$ cat config.mk
export PLATFORM = sky130hd
export DESIGN_NAME = ovv_protect
export DESIGN_NICKNAME = d
export VERILOG_FILES = /design/src/core/ovv_pkg.sv /design/src/core/filter_if.sv /design/src/core/ovv_filter.sv /design/src/core/ovv_protect.sv
export SDC_FILE = /design/constraint.sdc
export NUM_CORES = 1
export LEC_CHECK = 0
export BUFFER_PORTS_ARGS = -buffer_cell sky130_fd_sc_hd__buf_4
export CAP_MARGIN = 20
export CORE_AREA = 5 5 104 106
export CTS_BUF_LIST = sky130_fd_sc_hd__clkbuf_16
export CTS_CLUSTER_DIAMETER = 150
export CTS_CLUSTER_SIZE = 20
export DETAILED_ROUTE_END_ITERATION = 8
export DIE_AREA = 0 0 109 111
export PLACE_DENSITY = 0.82
export SYNTH_ARGS = -nofsm -noshare
export SYNTH_HDL_FRONTEND = slang
export SYNTH_SLANG_ARGS = --single-unit
$ cat constraint.sdc
create_clock -name CLK -period 3.5 [get_ports CLK]
set_input_delay 0.525 -clock CLK [delete_from_list [all_inputs] [get_ports CLK]]
set_output_delay 0.525 -clock CLK [all_outputs]
set_load 0.01 [all_outputs]
$ cat src/core/ovv_pkg.sv
// Constants, register map and types of the overvoltage protection block.
//
// Behaviour
// - Emergency status bit 0 reads 1 while emergency-stop protection is active.
// - Emergency status bit 1 returns the emergency-stop input level; no reset value.
// - Selected input low for the filter length forces all six phase outputs in modes 01, 10 and 11.
// - Engaging overvoltage protection raises an overvoltage interrupt request.
// - Software selects forcing of upper phases, lower phases or all phases.
// - Protection-state status bit reads 1 while overvoltage protection is active.
// - With auto-release set, protection ends itself after the input is deasserted.
// - Protection holds while the input is low; input level is readable.
// - Automatic release happens only when the PWM counter equals the period or, with half-cycle interrupt, one.
// - With half-cycle interrupt configured, release also when the counter equals one.
// - Clearing the enable bit is accepted only directly after the key sequence.
// - Detection-time field in bits 11 to 8; zero is treated as one.
// - Filter length is the detection-time value times 16 clock periods.
// - Filter applies only to the port pin source; monitor signal passes unfiltered.
// - Bit 6 of the control register enables monitor function 1 as input.
// - Mode 00 no control, 01 upper active, 10 lower active, 11 all inactive.
// - Source select 0 picks the port pin, 1 the enabled monitor outputs.
// - Simultaneous emergency stop and overvoltage use the emergency-stop output mode.
package ovv_pkg;

   // ------------------------------------------------------------
   // Register map (byte addresses)
   // ------------------------------------------------------------
   localparam logic [31:0] ADDR_ESTOP_STATUS = 32'h0000_0000;
   localparam logic [31:0] ADDR_OVV_CONTROL = 32'h0000_0004;
   localparam logic [31:0] ADDR_OVV_STATUS = 32'h0000_0008;
   localparam logic [31:0] ADDR_RELEASE_KEY = 32'h0000_000c;

   // ------------------------------------------------------------
   // Control register fields
   // ------------------------------------------------------------
   localparam int CTL_ENABLE = 0;
   localparam int CTL_AUTO_RELEASE = 1;
   localparam int CTL_SOURCE_SEL = 2;
   localparam int CTL_MODE_LO = 3;
   localparam int CTL_MODE_HI = 4;
   localparam int CTL_MON0_EN = 5;
   localparam int CTL_MON1_EN = 6;
   localparam int CTL_COUNT_LO = 8;
   localparam int CTL_COUNT_HI = 11;
   localparam logic [31:0] CTL_WRITE_MASK = 32'h0000_0f7f;

   // ------------------------------------------------------------
   // Status fields, key codes and response codes
   // ------------------------------------------------------------
   localparam int STA_STATE = 0;
   localparam int STA_LEVEL = 1;
   localparam logic [7:0] KEY_FIRST = 8'h5a;
   localparam logic [7:0] KEY_SECOND = 8'ha5;
   localparam logic [1:0] RESP_OKAY = 2'h0;
   localparam logic [1:0] RESP_SLVERR = 2'h2;

   // ------------------------------------------------------------
   // Filter timing
   // ------------------------------------------------------------
   localparam int FILTER_UNIT = 16;
   localparam int FILTER_WIDTH = 8;
   localparam logic [3:0] COUNT_MIN = 4'h1;
   localparam logic [3:0] COUNT_ZERO = 4'h0;
   localparam logic [15:0] HALF_POINT = 16'h0001;

   // ------------------------------------------------------------
   // Modes and states
   // ------------------------------------------------------------
   typedef enum logic [1:0] {
      MODE_NONE = 2'h0,
      MODE_UPPER = 2'h1,
      MODE_LOWER = 2'h2,
      MODE_ALL_OFF = 2'h3
   } mode_e;

   typedef enum logic [1:0] {
      KEY_IDLE = 2'h0,
      KEY_HALF = 2'h1,
      KEY_ARMED = 2'h3
   } key_e;

   typedef enum logic [2:0] {
      SEL_ESTOP = 3'h0,
      SEL_CONTROL = 3'h1,
      SEL_STATUS = 3'h2,
      SEL_KEY = 3'h3,
      SEL_NONE = 3'h4
   } sel_e;

endpackage : ovv_pkg

$ cat src/core/filter_if.sv
// Interface between the protection core and its input noise filter.
`timescale 1ns/1ps
interface filter_if;
   logic raw_level;
   logic [3:0] length;
   logic bypass;
   logic level;

   modport core (output raw_level, output length, output bypass, input level);
   modport filter (input raw_level, input length, input bypass, output level);
endinterface : filter_if

$ cat src/core/ovv_filter.sv
// Noise filter for the active-low overvoltage input.
`timescale 1ns/1ps
module ovv_filter
   import ovv_pkg::*;
(
   // Clock and reset
   input wire logic CLK,
   input wire logic RESET_N,
   // Filter connection
   filter_if.filter link
);

   logic [FILTER_WIDTH-1:0] low_count;
   logic [FILTER_WIDTH-1:0] next_low_count;
   logic level;
   logic next_level;
   logic [FILTER_WIDTH-1:0] limit;
   logic [3:0] eff_length;

   // A low level must persist for the whole length before it is passed on.
   always_comb begin
      eff_length = (link.length == COUNT_ZERO) ? COUNT_MIN : link.length;
      limit = FILTER_WIDTH'(eff_length * FILTER_UNIT);
      next_low_count = low_count;
      next_level = level;
      if (link.bypass) begin
         next_low_count = '0;
         next_level = link.raw_level;
      end else if (link.raw_level) begin
         next_low_count = '0;
         next_level = 1'b1;
      end else if (low_count >= limit - FILTER_WIDTH'(1)) begin
         next_level = 1'b0;
      end else begin
         next_low_count = low_count + FILTER_WIDTH'(1);
      end
   end

   always_ff @(posedge CLK or negedge RESET_N) begin
      if (!RESET_N) begin
         low_count <= '0;
         level <= 1'b1;
      end else begin
         low_count <= next_low_count;
         level <= next_level;
      end
   end

   assign link.level = level;

endmodule : ovv_filter

$ cat src/core/ovv_protect.sv
// Overvoltage protection control with emergency status and AXI4-Lite registers.
`timescale 1ns/1ps
module ovv_protect
   import ovv_pkg::*;
(
   // Clock and reset
   input wire logic CLK,
   input wire logic RESET_N,
   // AXI4-Lite write address and data
   input wire logic AWVALID,
   output logic AWREADY,
   input wire logic [31:0] AWADDR,
   input wire logic [2:0] AWPROT,
   input wire logic WVALID,
   output logic WREADY,
   input wire logic [31:0] WDATA,
   input wire logic [3:0] WSTRB,
   // AXI4-Lite write response
   output logic BVALID,
   input wire logic BREADY,
   output logic [1:0] BRESP,
   // AXI4-Lite read
   input wire logic ARVALID,
   output logic ARREADY,
   input wire logic [31:0] ARADDR,
   input wire logic [2:0] ARPROT,
   output logic RVALID,
   input wire logic RREADY,
   output logic [31:0] RDATA,
   output logic [1:0] RRESP,
   // Overvoltage sources
   input wire logic OVV_PIN_N,
   input wire logic MONITOR0_HIT,
   input wire logic MONITOR1_HIT,
   // Emergency-stop logic
   input wire logic ESTOP_IN_N,
   input wire logic ESTOP_ACTIVE,
   input wire logic [1:0] ESTOP_MODE,
   // PWM timing reference
   input wire logic [15:0] PWM_COUNT,
   input wire logic [15:0] PWM_PERIOD,
   input wire logic HALF_CYCLE_IRQ_EN,
   // Phase outputs, upper phases in bits 2:0, lower in bits 5:3
   input wire logic [5:0] PWM_IN,
   input wire logic POL_UPPER,
   input wire logic POL_LOWER,
   output logic [5:0] PHASE_OUT,
   output logic [5:0] PHASE_OE,
   // Protection status
   output logic OVV_IRQ,
   output logic PROTECT_STATE
);

   // ------------------------------------------------------------
   // Address decoding
   // ------------------------------------------------------------
   function automatic sel_e decode(input logic [31:0] addr);
      if (addr == ADDR_ESTOP_STATUS) begin
         return SEL_ESTOP;
      end else if (addr == ADDR_OVV_CONTROL) begin
         return SEL_CONTROL;
      end else if (addr == ADDR_OVV_STATUS) begin
         return SEL_STATUS;
      end else if (addr == ADDR_RELEASE_KEY) begin
         return SEL_KEY;
      end else begin
         return SEL_NONE;
      end
   endfunction : decode

   // ------------------------------------------------------------
   // State
   // ------------------------------------------------------------
   logic aw_held, next_aw_held;
   logic [31:0] aw_addr, next_aw_addr;
   logic w_held, next_w_held;
   logic [31:0] w_data, next_w_data;
   logic [3:0] w_strb, next_w_strb;
   logic bvalid, next_bvalid;
   logic [1:0] bresp, next_bresp;
   logic rvalid, next_rvalid;
   logic [31:0] rdata, next_rdata;
   logic [1:0] rresp, next_rresp;
   logic [31:0] control, next_control;
   key_e key_state, next_key_state;
   logic protect, next_protect;
   logic prev_level, next_prev_level;
   logic irq, next_irq;
   logic [5:0] phase_out, next_phase_out;
   logic [5:0] phase_oe, next_phase_oe;

   logic do_write;
   sel_e wsel;
   logic sel_level;
   logic monitor_level;
   logic boundary;
   logic engage;
   logic [31:0] estop_word;
   logic [31:0] status_word;
   mode_e ovv_mode;
   mode_e estop_mode;

   filter_if filt ();

   ovv_filter ovv_filter_inst (
      .CLK(CLK),
      .RESET_N(RESET_N),
      .link(filt.filter)
   );

   // ------------------------------------------------------------
   // Input selection and status words
   // ------------------------------------------------------------
   always_comb begin
      monitor_level = !((MONITOR0_HIT && control[CTL_MON0_EN]) ||
                        (MONITOR1_HIT && control[CTL_MON1_EN]));
      sel_level = control[CTL_SOURCE_SEL] ? monitor_level : OVV_PIN_N;
      estop_word = '0;
      estop_word[STA_STATE] = ESTOP_ACTIVE;
      estop_word[STA_LEVEL] = ESTOP_IN_N;
      status_word = '0;
      status_word[STA_STATE] = protect;
      status_word[STA_LEVEL] = sel_level;
   end

   assign filt.raw_level = sel_level;
   assign filt.length = control[CTL_COUNT_HI:CTL_COUNT_LO];
   assign filt.bypass = control[CTL_SOURCE_SEL];

   // ------------------------------------------------------------
   // Register bus
   // ------------------------------------------------------------
   assign AWREADY = !aw_held && !bvalid;
   assign WREADY = !w_held && !bvalid;
   assign ARREADY = !rvalid;
   assign do_write = aw_held && w_held && !bvalid;
   assign wsel = decode(aw_addr);

   always_comb begin
      next_aw_held = aw_held;
      next_aw_addr = aw_addr;
      next_w_held = w_held;
      next_w_data = w_data;
      next_w_strb = w_strb;
      next_bvalid = bvalid;
      next_bresp = bresp;
      next_rvalid = rvalid;
      next_rdata = rdata;
      next_rresp = rresp;
      if (AWVALID && AWREADY) begin
         next_aw_held = 1'b1;
         next_aw_addr = AWADDR;
      end
      if (WVALID && WREADY) begin
         next_w_held = 1'b1;
         next_w_data = WDATA;
         next_w_strb = WSTRB;
      end
      if (do_write) begin
         next_aw_held = 1'b0;
         next_w_held = 1'b0;
         next_bvalid = 1'b1;
         next_bresp = (wsel == SEL_NONE) ? RESP_SLVERR : RESP_OKAY;
      end else if (bvalid && BREADY) begin
         next_bvalid = 1'b0;
      end
      if (ARVALID && ARREADY) begin
         next_rvalid = 1'b1;
         next_rresp = RESP_OKAY;
         case (decode(ARADDR))
            SEL_ESTOP: next_rdata = estop_word;
            SEL_CONTROL: next_rdata = control & CTL_WRITE_MASK;
            SEL_STATUS: next_rdata = status_word;
            SEL_KEY: next_rdata = '0;
            default: begin
               next_rdata = '0;
               next_rresp = RESP_SLVERR;
            end
         endcase
      end else if (rvalid && RREADY) begin
         next_rvalid = 1'b0;
      end
   end

   // ------------------------------------------------------------
   // Control register and disable key
   // ------------------------------------------------------------
   always_comb begin
      next_control = control;
      next_key_state = key_state;
      if (do_write) begin
         next_key_state = KEY_IDLE;
         if (wsel == SEL_KEY && w_strb[0]) begin
            if (key_state == KEY_IDLE && w_data[7:0] == KEY_FIRST) begin
               next_key_state = KEY_HALF;
            end else if (key_state == KEY_HALF && w_data[7:0] == KEY_SECOND) begin
               next_key_state = KEY_ARMED;
            end
         end else if (wsel == SEL_CONTROL) begin
            if (w_strb[0]) begin
               next_control[7:0] = w_data[7:0] & CTL_WRITE_MASK[7:0];
               if (control[CTL_ENABLE] && key_state != KEY_ARMED) begin
                  next_control[CTL_ENABLE] = 1'b1;
               end
            end
            if (w_strb[1]) begin
               next_control[15:8] = w_data[15:8] & CTL_WRITE_MASK[15:8];
            end
         end
      end
   end

   // ------------------------------------------------------------
   // Protection state
   // ------------------------------------------------------------
   always_comb begin
      boundary = (PWM_COUNT == PWM_PERIOD) ||
                 (HALF_CYCLE_IRQ_EN && PWM_COUNT == HALF_POINT);
      engage = control[CTL_ENABLE] && prev_level && !filt.level;
      next_prev_level = filt.level;
      next_protect = protect;
      next_irq = 1'b0;
      if (!control[CTL_ENABLE]) begin
         next_protect = 1'b0;
      end else if (engage && !protect) begin
         next_protect = 1'b1;
         next_irq = 1'b1;
      end else if (protect && control[CTL_AUTO_RELEASE] && filt.level && boundary) begin
         next_protect = 1'b0;
      end
   end

   // ------------------------------------------------------------
   // Phase output forcing
   // ------------------------------------------------------------
   always_comb begin
      ovv_mode = mode_e'(control[CTL_MODE_HI:CTL_MODE_LO]);
      estop_mode = mode_e'(ESTOP_MODE);
      next_phase_out = PWM_IN;
      next_phase_oe = '1;
      if (ESTOP_ACTIVE) begin
         case (estop_mode)
            MODE_UPPER: next_phase_oe = 6'h07;
            MODE_LOWER: next_phase_oe = 6'h38;
            default: next_phase_oe = 6'h00;
         endcase
      end else if (protect) begin
         case (ovv_mode)
            MODE_UPPER: next_phase_out = {{3{!POL_LOWER}}, {3{POL_UPPER}}};
            MODE_LOWER: next_phase_out = {{3{POL_LOWER}}, {3{!POL_UPPER}}};
            MODE_ALL_OFF: next_phase_out = {{3{!POL_LOWER}}, {3{!POL_UPPER}}};
            default: next_phase_out = PWM_IN;
         endcase
      end
   end

   // ------------------------------------------------------------
   // Registers
   // ------------------------------------------------------------
   always_ff @(posedge CLK or negedge RESET_N) begin
      if (!RESET_N) begin
         aw_held <= 1'b0;
         aw_addr <= '0;
         w_held <= 1'b0;
         w_data <= '0;
         w_strb <= '0;
         bvalid <= 1'b0;
         bresp <= RESP_OKAY;
         rvalid <= 1'b0;
         rdata <= '0;
         rresp <= RESP_OKAY;
         control <= '0;
         key_state <= KEY_IDLE;
         protect <= 1'b0;
         prev_level <= 1'b1;
         irq <= 1'b0;
         phase_out <= '0;
         phase_oe <= '0;
      end else begin
         aw_held <= next_aw_held;
         aw_addr <= next_aw_addr;
         w_held <= next_w_held;
         w_data <= next_w_data;
         w_strb <= next_w_strb;
         bvalid <= next_bvalid;
         bresp <= next_bresp;
         rvalid <= next_rvalid;
         rdata <= next_rdata;
         rresp <= next_rresp;
         control <= next_control;
         key_state <= next_key_state;
         protect <= next_protect;
         prev_level <= next_prev_level;
         irq <= next_irq;
         phase_out <= next_phase_out;
         phase_oe <= next_phase_oe;
      end
   end

   assign BVALID = bvalid;
   assign BRESP = bresp;
   assign RVALID = rvalid;
   assign RDATA = rdata;
   assign RRESP = rresp;
   assign PHASE_OUT = phase_out;
   assign PHASE_OE = phase_oe;
   assign OVV_IRQ = irq;
   assign PROTECT_STATE = protect;

endmodule : ovv_protect

==> out/metrics.yaml <==
clock_tree:
  cts_sinks: 96
  cts.root.buffer_cell: "clkbuf_16"
  hold_buffers: 0
  post_cts_buffers: 0
  clock_latency_ns: 0.34
  ctsResizeCount: 0
  clk_path_buf_depth: 2
  h-tree-depth: 3
  clk_pin_slew_ns: 0.07
  numCtsBuffers: 9
  cts_tree: "built"
floorplan:
  rows: 36
  core_mm2: 0.00968
  die_w_um: 109
  start_util: 0.465
  die_h_um: 111
  die_area_mm2: 0.0121
  ios: 216
yosys:
  synth_area_per_cell_um2: 12.2
  ys_types: 50
  synthFlopType: "dfrtp_1"
  synth_seq_cells: 96
  netlist_area_mm2: 0.00450
  synth_edf_count: 0
  yosysWarnings: 0
  ys_seq_area_frac: 0.534
  netlist_instances: 370
  synthArstFlopShare: 1.00
critical_path:
  worstRegToRegCells: 12
  cp_max_fo: 9
  cpPeakStageDelay_ns: 0.43
  worstReg2RegStart: "control[10]"
  end_kind: "flop"
  r2r_end: "ovv_filter_inst.low_count[5]"
  crit_path_cell_trace: "nor3_1, or2_2, inv_1, ha_1, xnor2_1, ha_1, a21o_1, a221oi_2, buf_4, nand3_1, or3_1, a21oi_1"
  cp-startpoint: "control[10]"
  r2r_slack_ns: 0.78
  cp_slowest_cell: "dfrtp_1"
  crit_arrival_ns: 2.97
  required_ns: 3.75
  worstSetupStartpointType: "flop"
  crit_end: "ovv_filter_inst.low_count[5]"
  cpMostUsedCell: "ha_1"
  critPathKind: "reg -> reg"
placement:
  dp_slack_ns: 0.786
  hpwl_mm: 8.51
  portBuffers: 164
  place_congestion: 0.851
  place_inst: 656
sta:
  layout_min_cycle_time_ns: 2.72
  worst_pin_slew_ns: 0.694
  maxClockFrequency_ghz: 0.368
  rsz0062_at_grt: "no"
  timing.slew.headroom: 0.537
  final.setup.tns_ns: 0
  slew_violations: 0
  setup_viol: 0
  hold_viol_final: 0
  fin_crit_sh: 0.777
  finalClockSkew_ns: 0.0106
  fin_ws_ns: 0.782
global_route:
  grt.overflow.total: 0
  grt_pass1_vias: 3639
  grt.total_usage: 0.174
  grt_max_degree: 97
  grt_first_pass_wirelength_mm: 16.8
  antenna_found_initial: 0
pwr:
  p_total_uw: 3390
  p_seq_frac: 0.472
  power.share.clock: 0.301
  leakagePower_uw: 0.00295
  p_per_area_mw_per_mm2: 556
  power.internal_uw: 2520
  switching_share: 0.258
  peakVddDrop_v: 0.000416
  p_sw_uw: 873
  combPwrFrac: 0.227
route:
  wl_mm: 10.8
  wl_per_cell_um: 16.1
  drt_iter0_markers: 106
  post-route-drc-count: 0
  dr.pass1.iters: 4
  vias: 3342
  routed_via_density: 4.97
  ant_nets: 0
finish:
  drive_gt1_frac: 0.451
  n_antenna_cell: 0
  areaGrowthSynthToFinish_pct: 35.3
  final_nets: 701
  layoutNonFillerInstCount: 672
flow_run:
  max_cap_viol_count: 0
outcome:
  status: "finished, final reports clean"
hold_path:
  min_path_type: "in -> async"
==> sequential cells by signal, summed over array words and instances (netlist names), 2 cells and up <==
name / cells
aw_addr: 32
w_data: 12
RDATA: 11
control: 11
ovv_filter_inst.low_count: 8
PHASE_OUT: 6
PHASE_OE: 2
key_state: 2
w_strb: 2
==> cells in the final DEF (no fill, tap or decap), types with 10 or more instances in the layout <==
master / synthesis / layout
mux2_2: 49 / 49
inv_1: 17 / 19
a21oi_1: 10 / 10
buf_4: 27 / 167
nor2_1: 15 / 15
xnor2_1: 18 / 18
dfrtp_1: 94 / 94
nor4_1: 14 / 14
nand4_1: 10 / 10
conb_1: 1 / 23
a22o_1: 11 / 11
==> worst min path at each step <==
stage	endpoint	slack (ns)	depth (start not counted)
after floorplan	BRESP[1]	0.23	0
after CTS	aw_addr[7]	0.25	2
after global placement	prev_level	0.39	0
after detailed placement	prev_level	0.39	0
after global routing	aw_addr[6]	0.26	2
final	aw_addr[7]	0.19	2
==> cell families (layout without fill, tap and decap cells) <==
group	Yosys count	count (layout)	synth area share
adder cells (fa/ha/maj)	6	6	0.0167
AO/OA/AOI/OAI	44	44	0.0689
flip-flops	96	96	0.534
AND/OR/NAND/NOR	86	86	0.112
buffers and inverters	54	201	0.0695
XOR/XNOR	25	25	0.0486
other	1	23	0.000833
multiplexers	58	58	0.149
==> cells in the mapped netlist, types with 2 or more instances <==
| library cell | instances | area [µm²] |
|---|---|---|
| nor4b_1 | 2 | 17.5 |
| mux2i_1 | 3 | 30.0 |
| o31ai_1 | 2 | 15.0 |
| a22o_1 | 11 | 96.3 |
| inv_1 | 17 | 63.8 |
| xnor2_1 | 18 | 158 |
| or4_1 | 4 | 30.0 |
| o21ai_0 | 8 | 40.0 |
| a21o_1 | 5 | 37.5 |
| xor2_1 | 7 | 61.3 |
| nor2_1 | 15 | 56.3 |
| or2_2 | 2 | 12.5 |
| a21oi_1 | 10 | 50.1 |
| ha_1 | 6 | 75.1 |
| o22ai_1 | 2 | 12.5 |
| nor3_1 | 3 | 15.0 |
| nand4_1 | 10 | 62.6 |
| mux2_2 | 49 | 552 |
| and2_1 | 2 | 12.5 |
| dfstp_2 | 2 | 52.6 |
| or3_1 | 2 | 12.5 |
| nand3b_1 | 2 | 15.0 |
| buf_4 | 27 | 203 |
| nand2_1 | 9 | 33.8 |
| and3_1 | 3 | 18.8 |
| nor4_1 | 14 | 87.6 |
| mux2_4 | 6 | 90.1 |
| dfrtp_1 | 94 | 2350 |
| nand3_1 | 7 | 35.0 |
| nand2b_1 | 2 | 12.5 |
| clkbuf_1 | 7 | 26.3 |
==> critical path: cells and delay by family (launching register included) <==
family | cells | cell delay, ns
AOI/OAI and AO/OA | 3 | 0.60
xor gates and xnor gates | 1 | 0.13
adders and majority gates | 2 | 0.41
buffers and inverters | 2 | 0.26
DFF | 1 | 0.43
and+or+nand+nor | 4 | 0.82
==> metrics by stage <==
step | hold slack [ns] | util | instance area (µm²)
floorplan | 0.229 | - | 4580
global placement | 0.388 | 0.596 | 5780
detailed placement | 0.391 | 0.596 | 5780
CTS | 0.250 | 0.629 | 6090
global route | 0.262 | 0.629 | 6090
finish | 0.192 | 0.629 | 6090
==> power groups by stage <==
stage                     Combinational (µW)  Clock, µW  Sequential (µW)
after floorplan                          537          0             1570
after global placement                   750          0             1610
after detailed placement                 780          0             1630
after CTS                                784       1050             1610
after global routing                     843       1090             1640
final                                    768       1020             1600
==> per-layer routing <==
metal,routed length (µm),GRT usage,part of all wire,up-vias
met4,106,0.0370,0.0098,0
met3,1300,0.0757,0.12,8
met5,0,0,0,-
met2,5480,0.311,0.51,144
met1,3950,0.189,0.36,1586
li1,-,-,-,1604
==> final cells by class <==
cell class | instances | area (µm²)
clock inverter | 7 | 88.8
timing repair buffer | 168 | 1270
tap | 133 | 166
fill | 772 | 3590
clock buffer | 9 | 225
sequential | 96 | 2400
multi-input combinational | 242 | 1870
inverter | 17 | 63.8
Power figures use the tool's default switching activity.
